$ cat src/rtl/sas_regs.svh
// Summary of operation
// - Each selected input is resolved by successive approximation into a 10-bit result.
// - Channel select at control_a bits 4:2 routes one of eight inputs to sampling.
// - Two reference bits pick positive supply/pin and negative ground/pin independently.
// - One conversion ends on the 11th conversion-clock tick after start; the divider is not restarted, so this is 10 to 11 periods.
// - control_b bits 6:4 pick /2,/4,/8,/16,/32,/64 or the dedicated RC clock.
// - Writing one to start/busy begins a conversion; it reads one while converting.
// - Completion clears start/busy, sets done flag bit 6, raises enabled interrupt.
// - Clearing start/busy mid-conversion aborts; result registers keep the previous value.
// - After abort, wait 2 conversion-clock ticks (1 to 2 periods), then acquire the selected channel again.
// - Each analog-select bit disables the digital input buffer of its pin.
// - control_a bit 7 picks justification: one right, zero left.
`ifndef SAS_REGS_SVH
`define SAS_REGS_SVH

`define SAS_OFS_CTRL_A      8'h00
`define SAS_OFS_CTRL_B      8'h04
`define SAS_OFS_PIN_SEL     8'h08
`define SAS_OFS_RES_HIGH    8'h0c
`define SAS_OFS_RES_LOW     8'h10
`define SAS_OFS_FLAGS       8'h14
`define SAS_OFS_MASK        8'h18

`define SAS_CA_ENABLE       0
`define SAS_CA_GO           1
`define SAS_CA_CHAN_LO      2
`define SAS_CA_CHAN_HI      4
`define SAS_CA_VREF_POS     5
`define SAS_CA_VREF_NEG     6
`define SAS_CA_JUSTIFY      7
`define SAS_CB_CLK_LO       4
`define SAS_CB_CLK_HI       6
`define SAS_FLAG_DONE       6

`define SAS_PIN_SEL_RESET   8'hff
`define SAS_RES_BITS        10
`define SAS_CONV_TADS       11
`define SAS_ABORT_TADS      2
`define SAS_CLK_RC          2'b11

`endif

$ cat src/rtl/sas_pkg.sv
package sas_pkg;
  typedef enum logic [1:0] {SAS_IDLE, SAS_CONV, SAS_RECOVER} sas_state_e;
  typedef logic [9:0] sas_code_t;
endpackage

$ cat src/rtl/sas_conv_if.sv
`timescale 1ns/10ps
interface sas_conv_if;
  logic              enable;
  logic              go;
  logic              tad_tick;
  logic              cmp_high;
  logic              done;
  logic              busy;
  logic              acquire;
  sas_pkg::sas_code_t result;
  sas_pkg::sas_code_t dac_code;

  modport ctl (output enable, go, tad_tick, cmp_high,
               input  done, busy, acquire, result, dac_code);
  modport seq (input  enable, go, tad_tick, cmp_high,
               output done, busy, acquire, result, dac_code);
endinterface

$ cat src/rtl/sas_clkdiv.sv
`timescale 1ns/10ps
`include "sas_regs.svh"
module sas_clkdiv
#(
  parameter int CNT_W = 6
)
(
  input  wire logic       clk,
  input  wire logic       rst_n,
  input  wire logic       enable,
  input  wire logic [2:0] clk_sel,
  input  wire logic       rc_osc,
  output logic            tad_tick
);
  logic [CNT_W-1:0] cnt;
  logic [CNT_W-1:0] limit;
  logic             rc_s1;
  logic             rc_s2;
  logic             rc_s3;
  logic             use_rc;

  generate
    if (CNT_W < 6)
    begin : g_chk
      $error("sas_clkdiv needs at least 6 counter bits for divide by 64");
    end
  endgenerate

  // 000 /2, 100 /4, 001 /8, 101 /16, 010 /32, 110 /64
  function automatic logic [CNT_W-1:0] div_limit(input logic [2:0] sel);
    logic [2:0] expo;
    expo = {sel[1:0], 1'b0} + {2'b00, sel[2]} + 3'd1;
    div_limit = CNT_W'((7'd1 << expo) - 7'd1);
  endfunction

  assign use_rc = (clk_sel[1:0] == `SAS_CLK_RC);
  assign limit  = div_limit(clk_sel);

  // Oscillator pin passes two flops before the edge detector sees it
  always_ff @(posedge clk or negedge rst_n)
  begin
    if (!rst_n)
    begin
      rc_s1 <= 1'b0;
      rc_s2 <= 1'b0;
      rc_s3 <= 1'b0;
    end
    else
    begin
      rc_s1 <= rc_osc;
      rc_s2 <= rc_s1;
      rc_s3 <= rc_s2;
    end
  end

  always_ff @(posedge clk or negedge rst_n)
  begin
    if (!rst_n)
    begin
      cnt      <= '0;
      tad_tick <= 1'b0;
    end
    else if (!enable)
    begin
      cnt      <= '0;
      tad_tick <= 1'b0;
    end
    else if (use_rc)
    begin
      cnt      <= '0;
      tad_tick <= rc_s2 & ~rc_s3;
    end
    else if (cnt >= limit)
    begin
      cnt      <= '0;
      tad_tick <= 1'b1;
    end
    else
    begin
      cnt      <= cnt + CNT_W'(1);
      tad_tick <= 1'b0;
    end
  end
endmodule

$ cat src/rtl/sas_sar.sv
`timescale 1ns/10ps
`include "sas_regs.svh"
module sas_sar
#(
  parameter int RES_BITS = 10
)
(
  input  wire logic clk,
  input  wire logic rst_n,
  sas_conv_if.seq   cif
);
  sas_pkg::sas_state_e state;
  logic [3:0]          cnt;
  sas_pkg::sas_code_t  bitpos;

  generate
    if (RES_BITS != `SAS_RES_BITS)
    begin : g_chk
      $error("sas_sar supports a 10-bit result only");
    end
  endgenerate

  assign bitpos  = 10'h200 >> cnt;
  assign cif.busy = (state != sas_pkg::SAS_IDLE);

  always_ff @(posedge clk or negedge rst_n)
  begin
    if (!rst_n)
    begin
      state        <= sas_pkg::SAS_IDLE;
      cnt          <= 4'h0;
      cif.dac_code <= 10'h000;
      cif.result   <= 10'h000;
      cif.done     <= 1'b0;
      cif.acquire  <= 1'b0;
    end
    else
    begin
      cif.done <= 1'b0;
      case (state)
        sas_pkg::SAS_IDLE:
        begin
          cif.acquire <= cif.enable;
          if (cif.enable && cif.go && !cif.done)
          begin
            state        <= sas_pkg::SAS_CONV;
            cnt          <= 4'h0;
            cif.dac_code <= 10'h200;
            cif.acquire  <= 1'b0;
          end
        end
        sas_pkg::SAS_CONV:
        begin
          if (!cif.go || !cif.enable)
          begin
            state <= sas_pkg::SAS_RECOVER;
            cnt   <= 4'h0;
          end
          else if (cif.tad_tick)
          begin
            cnt <= cnt + 4'h1;
            if (cnt == 4'(`SAS_CONV_TADS - 1))
            begin
              cif.result <= cif.dac_code;
              cif.done   <= 1'b1;
              state      <= sas_pkg::SAS_IDLE;
            end
            else if (cif.cmp_high)
            begin
              cif.dac_code <= cif.dac_code | (bitpos >> 1);
            end
            else
            begin
              cif.dac_code <= (cif.dac_code & ~bitpos) | (bitpos >> 1);
            end
          end
        end
        sas_pkg::SAS_RECOVER:
        begin
          if (cif.tad_tick)
          begin
            cnt <= cnt + 4'h1;
            if (cnt == 4'(`SAS_ABORT_TADS - 1))
            begin
              state <= sas_pkg::SAS_IDLE;
            end
          end
        end
        default:
        begin
          state <= sas_pkg::SAS_IDLE;
        end
      endcase
    end
  end
endmodule

$ cat src/rtl/sas_top.sv
`timescale 1ns/10ps
`include "sas_regs.svh"
module sas_top
(
  input  wire logic        ref_clk,
  input  wire logic        nrst,
  input  wire logic [7:0]  s_axi_awaddr,
  input  wire logic        s_axi_awvalid,
  output logic             s_axi_awready,
  input  wire logic [31:0] s_axi_wdata,
  input  wire logic [3:0]  s_axi_wstrb,
  input  wire logic        s_axi_wvalid,
  output logic             s_axi_wready,
  output logic [1:0]       s_axi_bresp,
  output logic             s_axi_bvalid,
  input  wire logic        s_axi_bready,
  input  wire logic [7:0]  s_axi_araddr,
  input  wire logic        s_axi_arvalid,
  output logic             s_axi_arready,
  output logic [31:0]      s_axi_rdata,
  output logic [1:0]       s_axi_rresp,
  output logic             s_axi_rvalid,
  input  wire logic        s_axi_rready,
  input  wire logic        cmp_high,
  input  wire logic        rc_osc,
  output logic [2:0]       channel_select,
  output logic             vref_pos_ext,
  output logic             vref_neg_ext,
  output logic             sample_hold,
  output logic [9:0]       dac_code,
  output logic [7:0]       digital_in_disable,
  output logic             irq
);
  logic        rst_s1;
  logic        rst_n;
  logic [7:0]  aw_addr;
  logic        aw_held;
  logic [31:0] w_data;
  logic [3:0]  w_strb;
  logic        w_held;
  logic        wr_fire;
  logic        wr_lane0;
  logic [7:0]  wb;
  logic        rd_fire;
  logic [31:0] next_rdata;
  logic        next_rok;

  logic        result_justify;
  logic [1:0]  reference_select;
  logic        conv_enable;
  logic        go;
  logic [2:0]  conv_clock_select;
  logic [7:0]  analog_select_bits;
  logic        conv_done_flag;
  logic        done_mask;
  logic [7:0]  result_high;
  logic [7:0]  result_low;

  sas_conv_if cif ();

  // Reset enters asynchronously but is released through two flops
  always_ff @(posedge ref_clk or negedge nrst)
  begin
    if (!nrst)
    begin
      rst_s1 <= 1'b0;
      rst_n  <= 1'b0;
    end
    else
    begin
      rst_s1 <= 1'b1;
      rst_n  <= rst_s1;
    end
  end

  sas_clkdiv u_div
  (
    .clk      (ref_clk),
    .rst_n    (rst_n),
    .enable   (conv_enable),
    .clk_sel  (conv_clock_select),
    .rc_osc   (rc_osc),
    .tad_tick (cif.tad_tick)
  );

  sas_sar u_sar
  (
    .clk   (ref_clk),
    .rst_n (rst_n),
    .cif   (cif.seq)
  );

  assign cif.enable   = conv_enable;
  assign cif.go       = go;
  assign cif.cmp_high = cmp_high;

  // Trial code leaves the sequencer flop directly so the comparator settles before a tick
  assign dac_code = cif.dac_code;

  // Write channel: address and data are taken in either order
  assign wr_fire  = aw_held && w_held && !s_axi_bvalid;
  assign wr_lane0 = wr_fire && w_strb[0];
  assign wb       = w_data[7:0];

  always_ff @(posedge ref_clk or negedge rst_n)
  begin
    if (!rst_n)
    begin
      aw_held       <= 1'b0;
      aw_addr       <= 8'h00;
      w_held        <= 1'b0;
      w_data        <= 32'h0000_0000;
      w_strb        <= 4'h0;
      s_axi_awready <= 1'b0;
      s_axi_wready  <= 1'b0;
      s_axi_bvalid  <= 1'b0;
      s_axi_bresp   <= 2'b00;
    end
    else
    begin
      s_axi_awready <= !aw_held && !s_axi_bvalid && !(s_axi_awvalid && s_axi_awready);
      s_axi_wready  <= !w_held && !s_axi_bvalid && !(s_axi_wvalid && s_axi_wready);
      if (s_axi_awvalid && s_axi_awready)
      begin
        aw_held <= 1'b1;
        aw_addr <= s_axi_awaddr;
      end
      if (s_axi_wvalid && s_axi_wready)
      begin
        w_held <= 1'b1;
        w_data <= s_axi_wdata;
        w_strb <= s_axi_wstrb;
      end
      if (wr_fire)
      begin
        aw_held      <= 1'b0;
        w_held       <= 1'b0;
        s_axi_bvalid <= 1'b1;
        s_axi_bresp  <= (aw_addr[1:0] == 2'b00 && aw_addr <= `SAS_OFS_MASK) ? 2'b00 : 2'b10;
      end
      else if (s_axi_bvalid && s_axi_bready)
      begin
        s_axi_bvalid <= 1'b0;
      end
    end
  end

  // Control registers
  always_ff @(posedge ref_clk or negedge rst_n)
  begin
    if (!rst_n)
    begin
      result_justify     <= 1'b0;
      reference_select   <= 2'b00;
      channel_select     <= 3'h0;
      conv_enable        <= 1'b0;
      conv_clock_select  <= 3'h0;
      analog_select_bits <= `SAS_PIN_SEL_RESET;
      done_mask          <= 1'b0;
    end
    else if (wr_lane0)
    begin
      case (aw_addr)
        `SAS_OFS_CTRL_A:
        begin
          result_justify   <= wb[`SAS_CA_JUSTIFY];
          reference_select <= {wb[`SAS_CA_VREF_NEG], wb[`SAS_CA_VREF_POS]};
          channel_select   <= wb[`SAS_CA_CHAN_HI:`SAS_CA_CHAN_LO];
          conv_enable      <= wb[`SAS_CA_ENABLE];
        end
        `SAS_OFS_CTRL_B: conv_clock_select <= wb[`SAS_CB_CLK_HI:`SAS_CB_CLK_LO];
        `SAS_OFS_PIN_SEL: analog_select_bits <= wb;
        `SAS_OFS_MASK: done_mask <= wb[`SAS_FLAG_DONE];
        default: ;
      endcase
    end
  end

  // Start/busy bit; a start written together with the enable is ignored
  always_ff @(posedge ref_clk or negedge rst_n)
  begin
    if (!rst_n)
    begin
      go <= 1'b0;
    end
    else if (wr_lane0 && aw_addr == `SAS_OFS_CTRL_A)
    begin
      go <= wb[`SAS_CA_GO] && wb[`SAS_CA_ENABLE] && conv_enable;
    end
    else if (cif.done || !conv_enable)
    begin
      go <= 1'b0;
    end
  end

  // Done flag: hardware set wins over a write-one clear in the same cycle
  always_ff @(posedge ref_clk or negedge rst_n)
  begin
    if (!rst_n)
    begin
      conv_done_flag <= 1'b0;
    end
    else if (cif.done)
    begin
      conv_done_flag <= 1'b1;
    end
    else if (wr_lane0 && aw_addr == `SAS_OFS_FLAGS && wb[`SAS_FLAG_DONE])
    begin
      conv_done_flag <= 1'b0;
    end
  end

  // Result pair only moves on completion, so an abort keeps the old value
  always_ff @(posedge ref_clk or negedge rst_n)
  begin
    if (!rst_n)
    begin
      result_high <= 8'h00;
      result_low  <= 8'h00;
    end
    else if (cif.done)
    begin
      if (result_justify)
      begin
        result_high <= {6'h00, cif.result[9:8]};
        result_low  <= cif.result[7:0];
      end
      else
      begin
        result_high <= cif.result[9:2];
        result_low  <= {cif.result[1:0], 6'h00};
      end
    end
  end

  // Pin-facing outputs, all registered
  always_ff @(posedge ref_clk or negedge rst_n)
  begin
    if (!rst_n)
    begin
      vref_pos_ext       <= 1'b0;
      vref_neg_ext       <= 1'b0;
      sample_hold        <= 1'b0;
      digital_in_disable <= `SAS_PIN_SEL_RESET;
      irq                <= 1'b0;
    end
    else
    begin
      vref_pos_ext       <= reference_select[0];
      vref_neg_ext       <= reference_select[1];
      sample_hold        <= cif.acquire;
      digital_in_disable <= analog_select_bits;
      irq                <= conv_done_flag && done_mask;
    end
  end

  // Read channel
  assign rd_fire = s_axi_arvalid && s_axi_arready;

  always_comb
  begin
    next_rdata = 32'h0000_0000;
    next_rok   = 1'b1;
    case (s_axi_araddr)
      `SAS_OFS_CTRL_A:
      begin
        next_rdata[7:0] = {result_justify, reference_select, channel_select,
                           go, conv_enable};
      end
      `SAS_OFS_CTRL_B:   next_rdata[`SAS_CB_CLK_HI:`SAS_CB_CLK_LO] = conv_clock_select;
      `SAS_OFS_PIN_SEL:  next_rdata[7:0] = analog_select_bits;
      `SAS_OFS_RES_HIGH: next_rdata[7:0] = result_high;
      `SAS_OFS_RES_LOW:  next_rdata[7:0] = result_low;
      `SAS_OFS_FLAGS:    next_rdata[`SAS_FLAG_DONE] = conv_done_flag;
      `SAS_OFS_MASK:     next_rdata[`SAS_FLAG_DONE] = done_mask;
      default:           next_rok = 1'b0;
    endcase
  end

  always_ff @(posedge ref_clk or negedge rst_n)
  begin
    if (!rst_n)
    begin
      s_axi_arready <= 1'b0;
      s_axi_rvalid  <= 1'b0;
      s_axi_rdata   <= 32'h0000_0000;
      s_axi_rresp   <= 2'b00;
    end
    else
    begin
      s_axi_arready <= !s_axi_rvalid && !rd_fire;
      if (rd_fire)
      begin
        s_axi_rvalid <= 1'b1;
        s_axi_rdata  <= next_rdata;
        s_axi_rresp  <= next_rok ? 2'b00 : 2'b10;
      end
      else if (s_axi_rvalid && s_axi_rready)
      begin
        s_axi_rvalid <= 1'b0;
      end
    end
  end
endmodule

$ cat config.mk
export PLATFORM = sky130hd
export DESIGN_NAME = sas_top
export DESIGN_NICKNAME = d
export VERILOG_FILES = /design/src/rtl/sas_pkg.sv /design/src/rtl/sas_conv_if.sv /design/src/rtl/sas_clkdiv.sv /design/src/rtl/sas_sar.sv /design/src/rtl/sas_top.sv
export VERILOG_INCLUDE_DIRS = /design/src /design/src/rtl
export SDC_FILE = /design/constraint.sdc
export NUM_CORES = 1
export LEC_CHECK = 0
export ABC_AREA = 1
export BUFFER_PORTS_ARGS = -buffer_cell sky130_fd_sc_hd__buf_4
export CORE_MARGIN = 8
export CORE_UTILIZATION = 50
export CTS_CLUSTER_SIZE = 30
export DETAILED_ROUTE_END_ITERATION = 12
export PLACE_DENSITY_LB_ADDON = 0.15
export SETUP_SLACK_MARGIN = 0.02
export SYNTH_ARGS = -nofsm -noshare
export SYNTH_HDL_FRONTEND = slang
export SYNTH_HIERARCHICAL = 1
export SYNTH_SLANG_ARGS = --single-unit
export TNS_END_PERCENT = 50
$ cat constraint.sdc
create_clock -name ref_clk -period 9.6 [get_ports ref_clk]
set_clock_uncertainty 0.05 [all_clocks]
set_input_delay 0.48 -clock ref_clk [delete_from_list [all_inputs] [get_ports ref_clk]]
set_output_delay 0.48 -clock ref_clk [all_outputs]
set_load 0.05 [all_outputs]
==> flow_summary.toml <==
[power]
p_int_mw = 1.22
clkPwrFrac_pct = 33.4
p_leak_nw = 3.68
netSwitchingFraction_pct = 36.3
powerDensity_mw_per_mm2 = 265
power.switching_mw = 0.695
seqPwrFrac_pct = 37.3
ir_worst_vdd_mv = 0.151
combPwrFrac_pct = 29.2

[yosys]
synth_flop_cell = "dfrtp_1"
synth_warnings = 6
synthArstFlopShare_pct = 100
netlist.area_leader.share_pct = 44.1
syn_avg_cell_area_um2 = 8.44
yosys.area.top_type = "dfrtp_1"
synth_edf_count = 0
synthTopCellsByArea = "dfrtp_1 (44%), nand2_1 (14%), dfstp_2 (6.9%)"
synth.cell_area_mm2 = 0.00607
ys_seq_area_share_pct = 51.1
ys_seq_elements = 123
syn_inst = 719
synth_cell_type_count = 36

[die]
die_w_um = 126
io_pins = 127
die-area_mm2 = 0.0159
start_util_pct = 50.9
rows = 40
die_y_um = 126
core_area_mm2 = 0.0119

[global_routing]
antenna_found_initial = 0
track_usage_pct = 17.6
grt_pass1_vias = 4718
grt_pass1_wl_mm = 22.8
overflow = 0
grt_max_degree = 72

[sta]
fin_ws_ns = 7.53
tns_ns = 0
fmax_ghz = 0.483
period_needed_ns = 2.07
slew_headroom_pct = 43.1
rsz0062_at_grt = "false"
setup_viol = 0
tightestPinTransition_ns = 0.854
min_period_over_period_pct = 21.6
hold_viol_final = 0
maxSlewViolCount = 0

[final_layout]
drive_gt1_share_pct = 19.8
final_nets = 876
layout_common_cells = "nand2_1 (228), dfrtp_1 (106), buf_4 (74), nand3_1 (67), inv_1 (66)"
fillCellCount = 1082
final_common_cell = "nand2_1"
syn2layout_area_growth_pct = 19.1
antennaDiodeCount = 0
final_area_mm2 = 0.00723

[route]
dr.pass1.iters = 4
drc_errors = 0
ant_nets = 0
wirelength_mm = 13.5
drt_iter0_drc = 364
vias = 4800
vias_per_cell = 5.02
routedWlPerCell_um = 14.2

[clock_tree]
cts_setup_buffers = 0
ctsHtreeMaxLevel = 4
clk_latency_ns = 0.41
cts_sinks = 123
cts.path.max_buffers = 2
tritoncts = "yes"
cts_buffers = 17
cts.reportedPaths.clkPinSlew_ns = 0.05
cts.repair.resized = 0
cts_root_buf = "clkbuf_16"
postCtsHoldBufs = 1

[placed_design]
io_buffers = 73
dp_hpwl_mm = 9.94
dpl_cell_area_mm2 = 0.00662
dpl_worst_slack_ns = 7.53
gp_congestion = 0.848

[critical_path]
end_kind = "flop"
critical_path_arrival_ns = 2.35
timing.rr.end = "u_div/cnt[2]"
startpoint_type = "flop"
crit_path_max_fanout = 7
crit_type = "reg2reg"
ff2ff_setup_slack_ns = 7.53
worstRegToRegCells = 11
regToRegStartpoint = "conv_clock_select[0]"
worstPathRequired_ns = 9.88

[run_status]
status = "complete, no violations"

[worst_hold_path]
hp-start = "rc_osc"
min_path_cells = 1
hold_end = "u_div/rc_s1"
hold_class = "in2reg"

[job]
cap_violations = 0
cell type report:
type	count	area (µm²)	share of cell area (%)
Sequential cell	123	3100	42.9
Multi-Input combinational cell	509	2510	34.7
Timing Repair Buffer	75	566	7.83
Clock buffer	25	485	6.72
Inverter	71	269	3.72
Tap cell	147	184	2.55
Clock inverter	7	113	1.56
worst max-delay path by stage:
stage | startpoint | end | cells after the start
global route | conv_clock_select[0] | u_div/cnt[2] | 11
CTS | conv_clock_select[1] | u_div/cnt[2] | 11
detailed placement | conv_clock_select[1] | u_div/cnt[2] | 11
finish | conv_clock_select[0] | u_div/cnt[2] | 11
floorplan | rst_n | aw_addr[0] | 0
global placement | conv_clock_select[1] | u_div/cnt[0] | 10
state kept, by name, indices dropped and copies added (netlist names), 2 cells and up:
name                flops
analog_select_bits      8
aw_addr                 8
channel_select          3
conv_clock_select       3
digital_in_disable      8
reference_select        2
result_high             8
result_low              8
s_axi_rdata             8
u_div/cnt               6
u_sar/cif.dac_code     10
u_sar/cif.result       10
u_sar/cnt               4
u_sar/state             2
w_data                  8
layer usage:
layer / GRT usage (%) / wire [µm] / vias up / share of wire [%]
li1: - / - / 2397 / -
met1: 21.6 / 6030 / 2258 / 45
met4: 8.92 / 315 / 0 / 2.3
met5: 0 / 0 / - / 0
met3: 5.19 / 813 / 23 / 6.0
met2: 27.8 / 6380 / 122 / 47
Yosys cell counts (5+ instances only):
cell and number:
a21oi_1 9, buf_4 29, clkbuf_1 8, dfrtp_1 107
dfstp_2 16, ha_1 18, inv_1 66, nand2_1 228
nand3_1 67, nand4_1 7, nor2_1 50, nor2_2 9
o21ai_0 47, o21ai_2 15, xor2_1 5
kinds of logic (layout without fill, tap and decap cells):
logic type | count (synthesis) | after routing | synth area share (%)
AO/OA/AOI/OAI | 79 | 79 | 7.65
XOR/XNOR | 6 | 6 | 0.866
adder cells (fa/ha/maj) | 18 | 18 | 3.71
AND/OR/NAND/NOR | 379 | 379 | 27.4
flip-flops | 123 | 123 | 51.1
other | 2 | 27 | 0.124
buffers and inverters | 112 | 178 | 9.15
stage by stage:
step                util (%)  power, mW  hold WS (ns)  cells
CTS                     60.7       1.93         0.113    957
global route            60.7       2.02         0.120    957
detailed placement      55.6       1.28         0.214    924
finish                  60.7       1.91         0.130    957
floorplan                  -       1.13         0.134    744
global placement        55.6       1.27         0.213    924
critical path, cell delays in order (launching register included):
cell	delay (ns)
dfrtp_1	0.49
nor2_1	0.17
nand2_1	0.07
ha_1	0.23
nand3_1	0.09
o21ai_0	0.09
ha_1	0.27
nand2_1	0.08
a21oi_1	0.06
nor2_2	0.12
nand3_2	0.14
nor2_1	0.14
power by group through the flow:
stage / logic (mW) / clock network, mW / registers [mW]
2_1_floorplan: 0.305 / 0 / 0.827
3_5_place_dp: 0.562 / 0 / 0.722
6_report: 0.559 / 0.639 / 0.714
4_1_cts: 0.565 / 0.652 / 0.714
5_1_grt: 0.617 / 0.675 / 0.728
3_3_place_gp: 0.548 / 0 / 0.718
(Power assumes the default switching activity.)
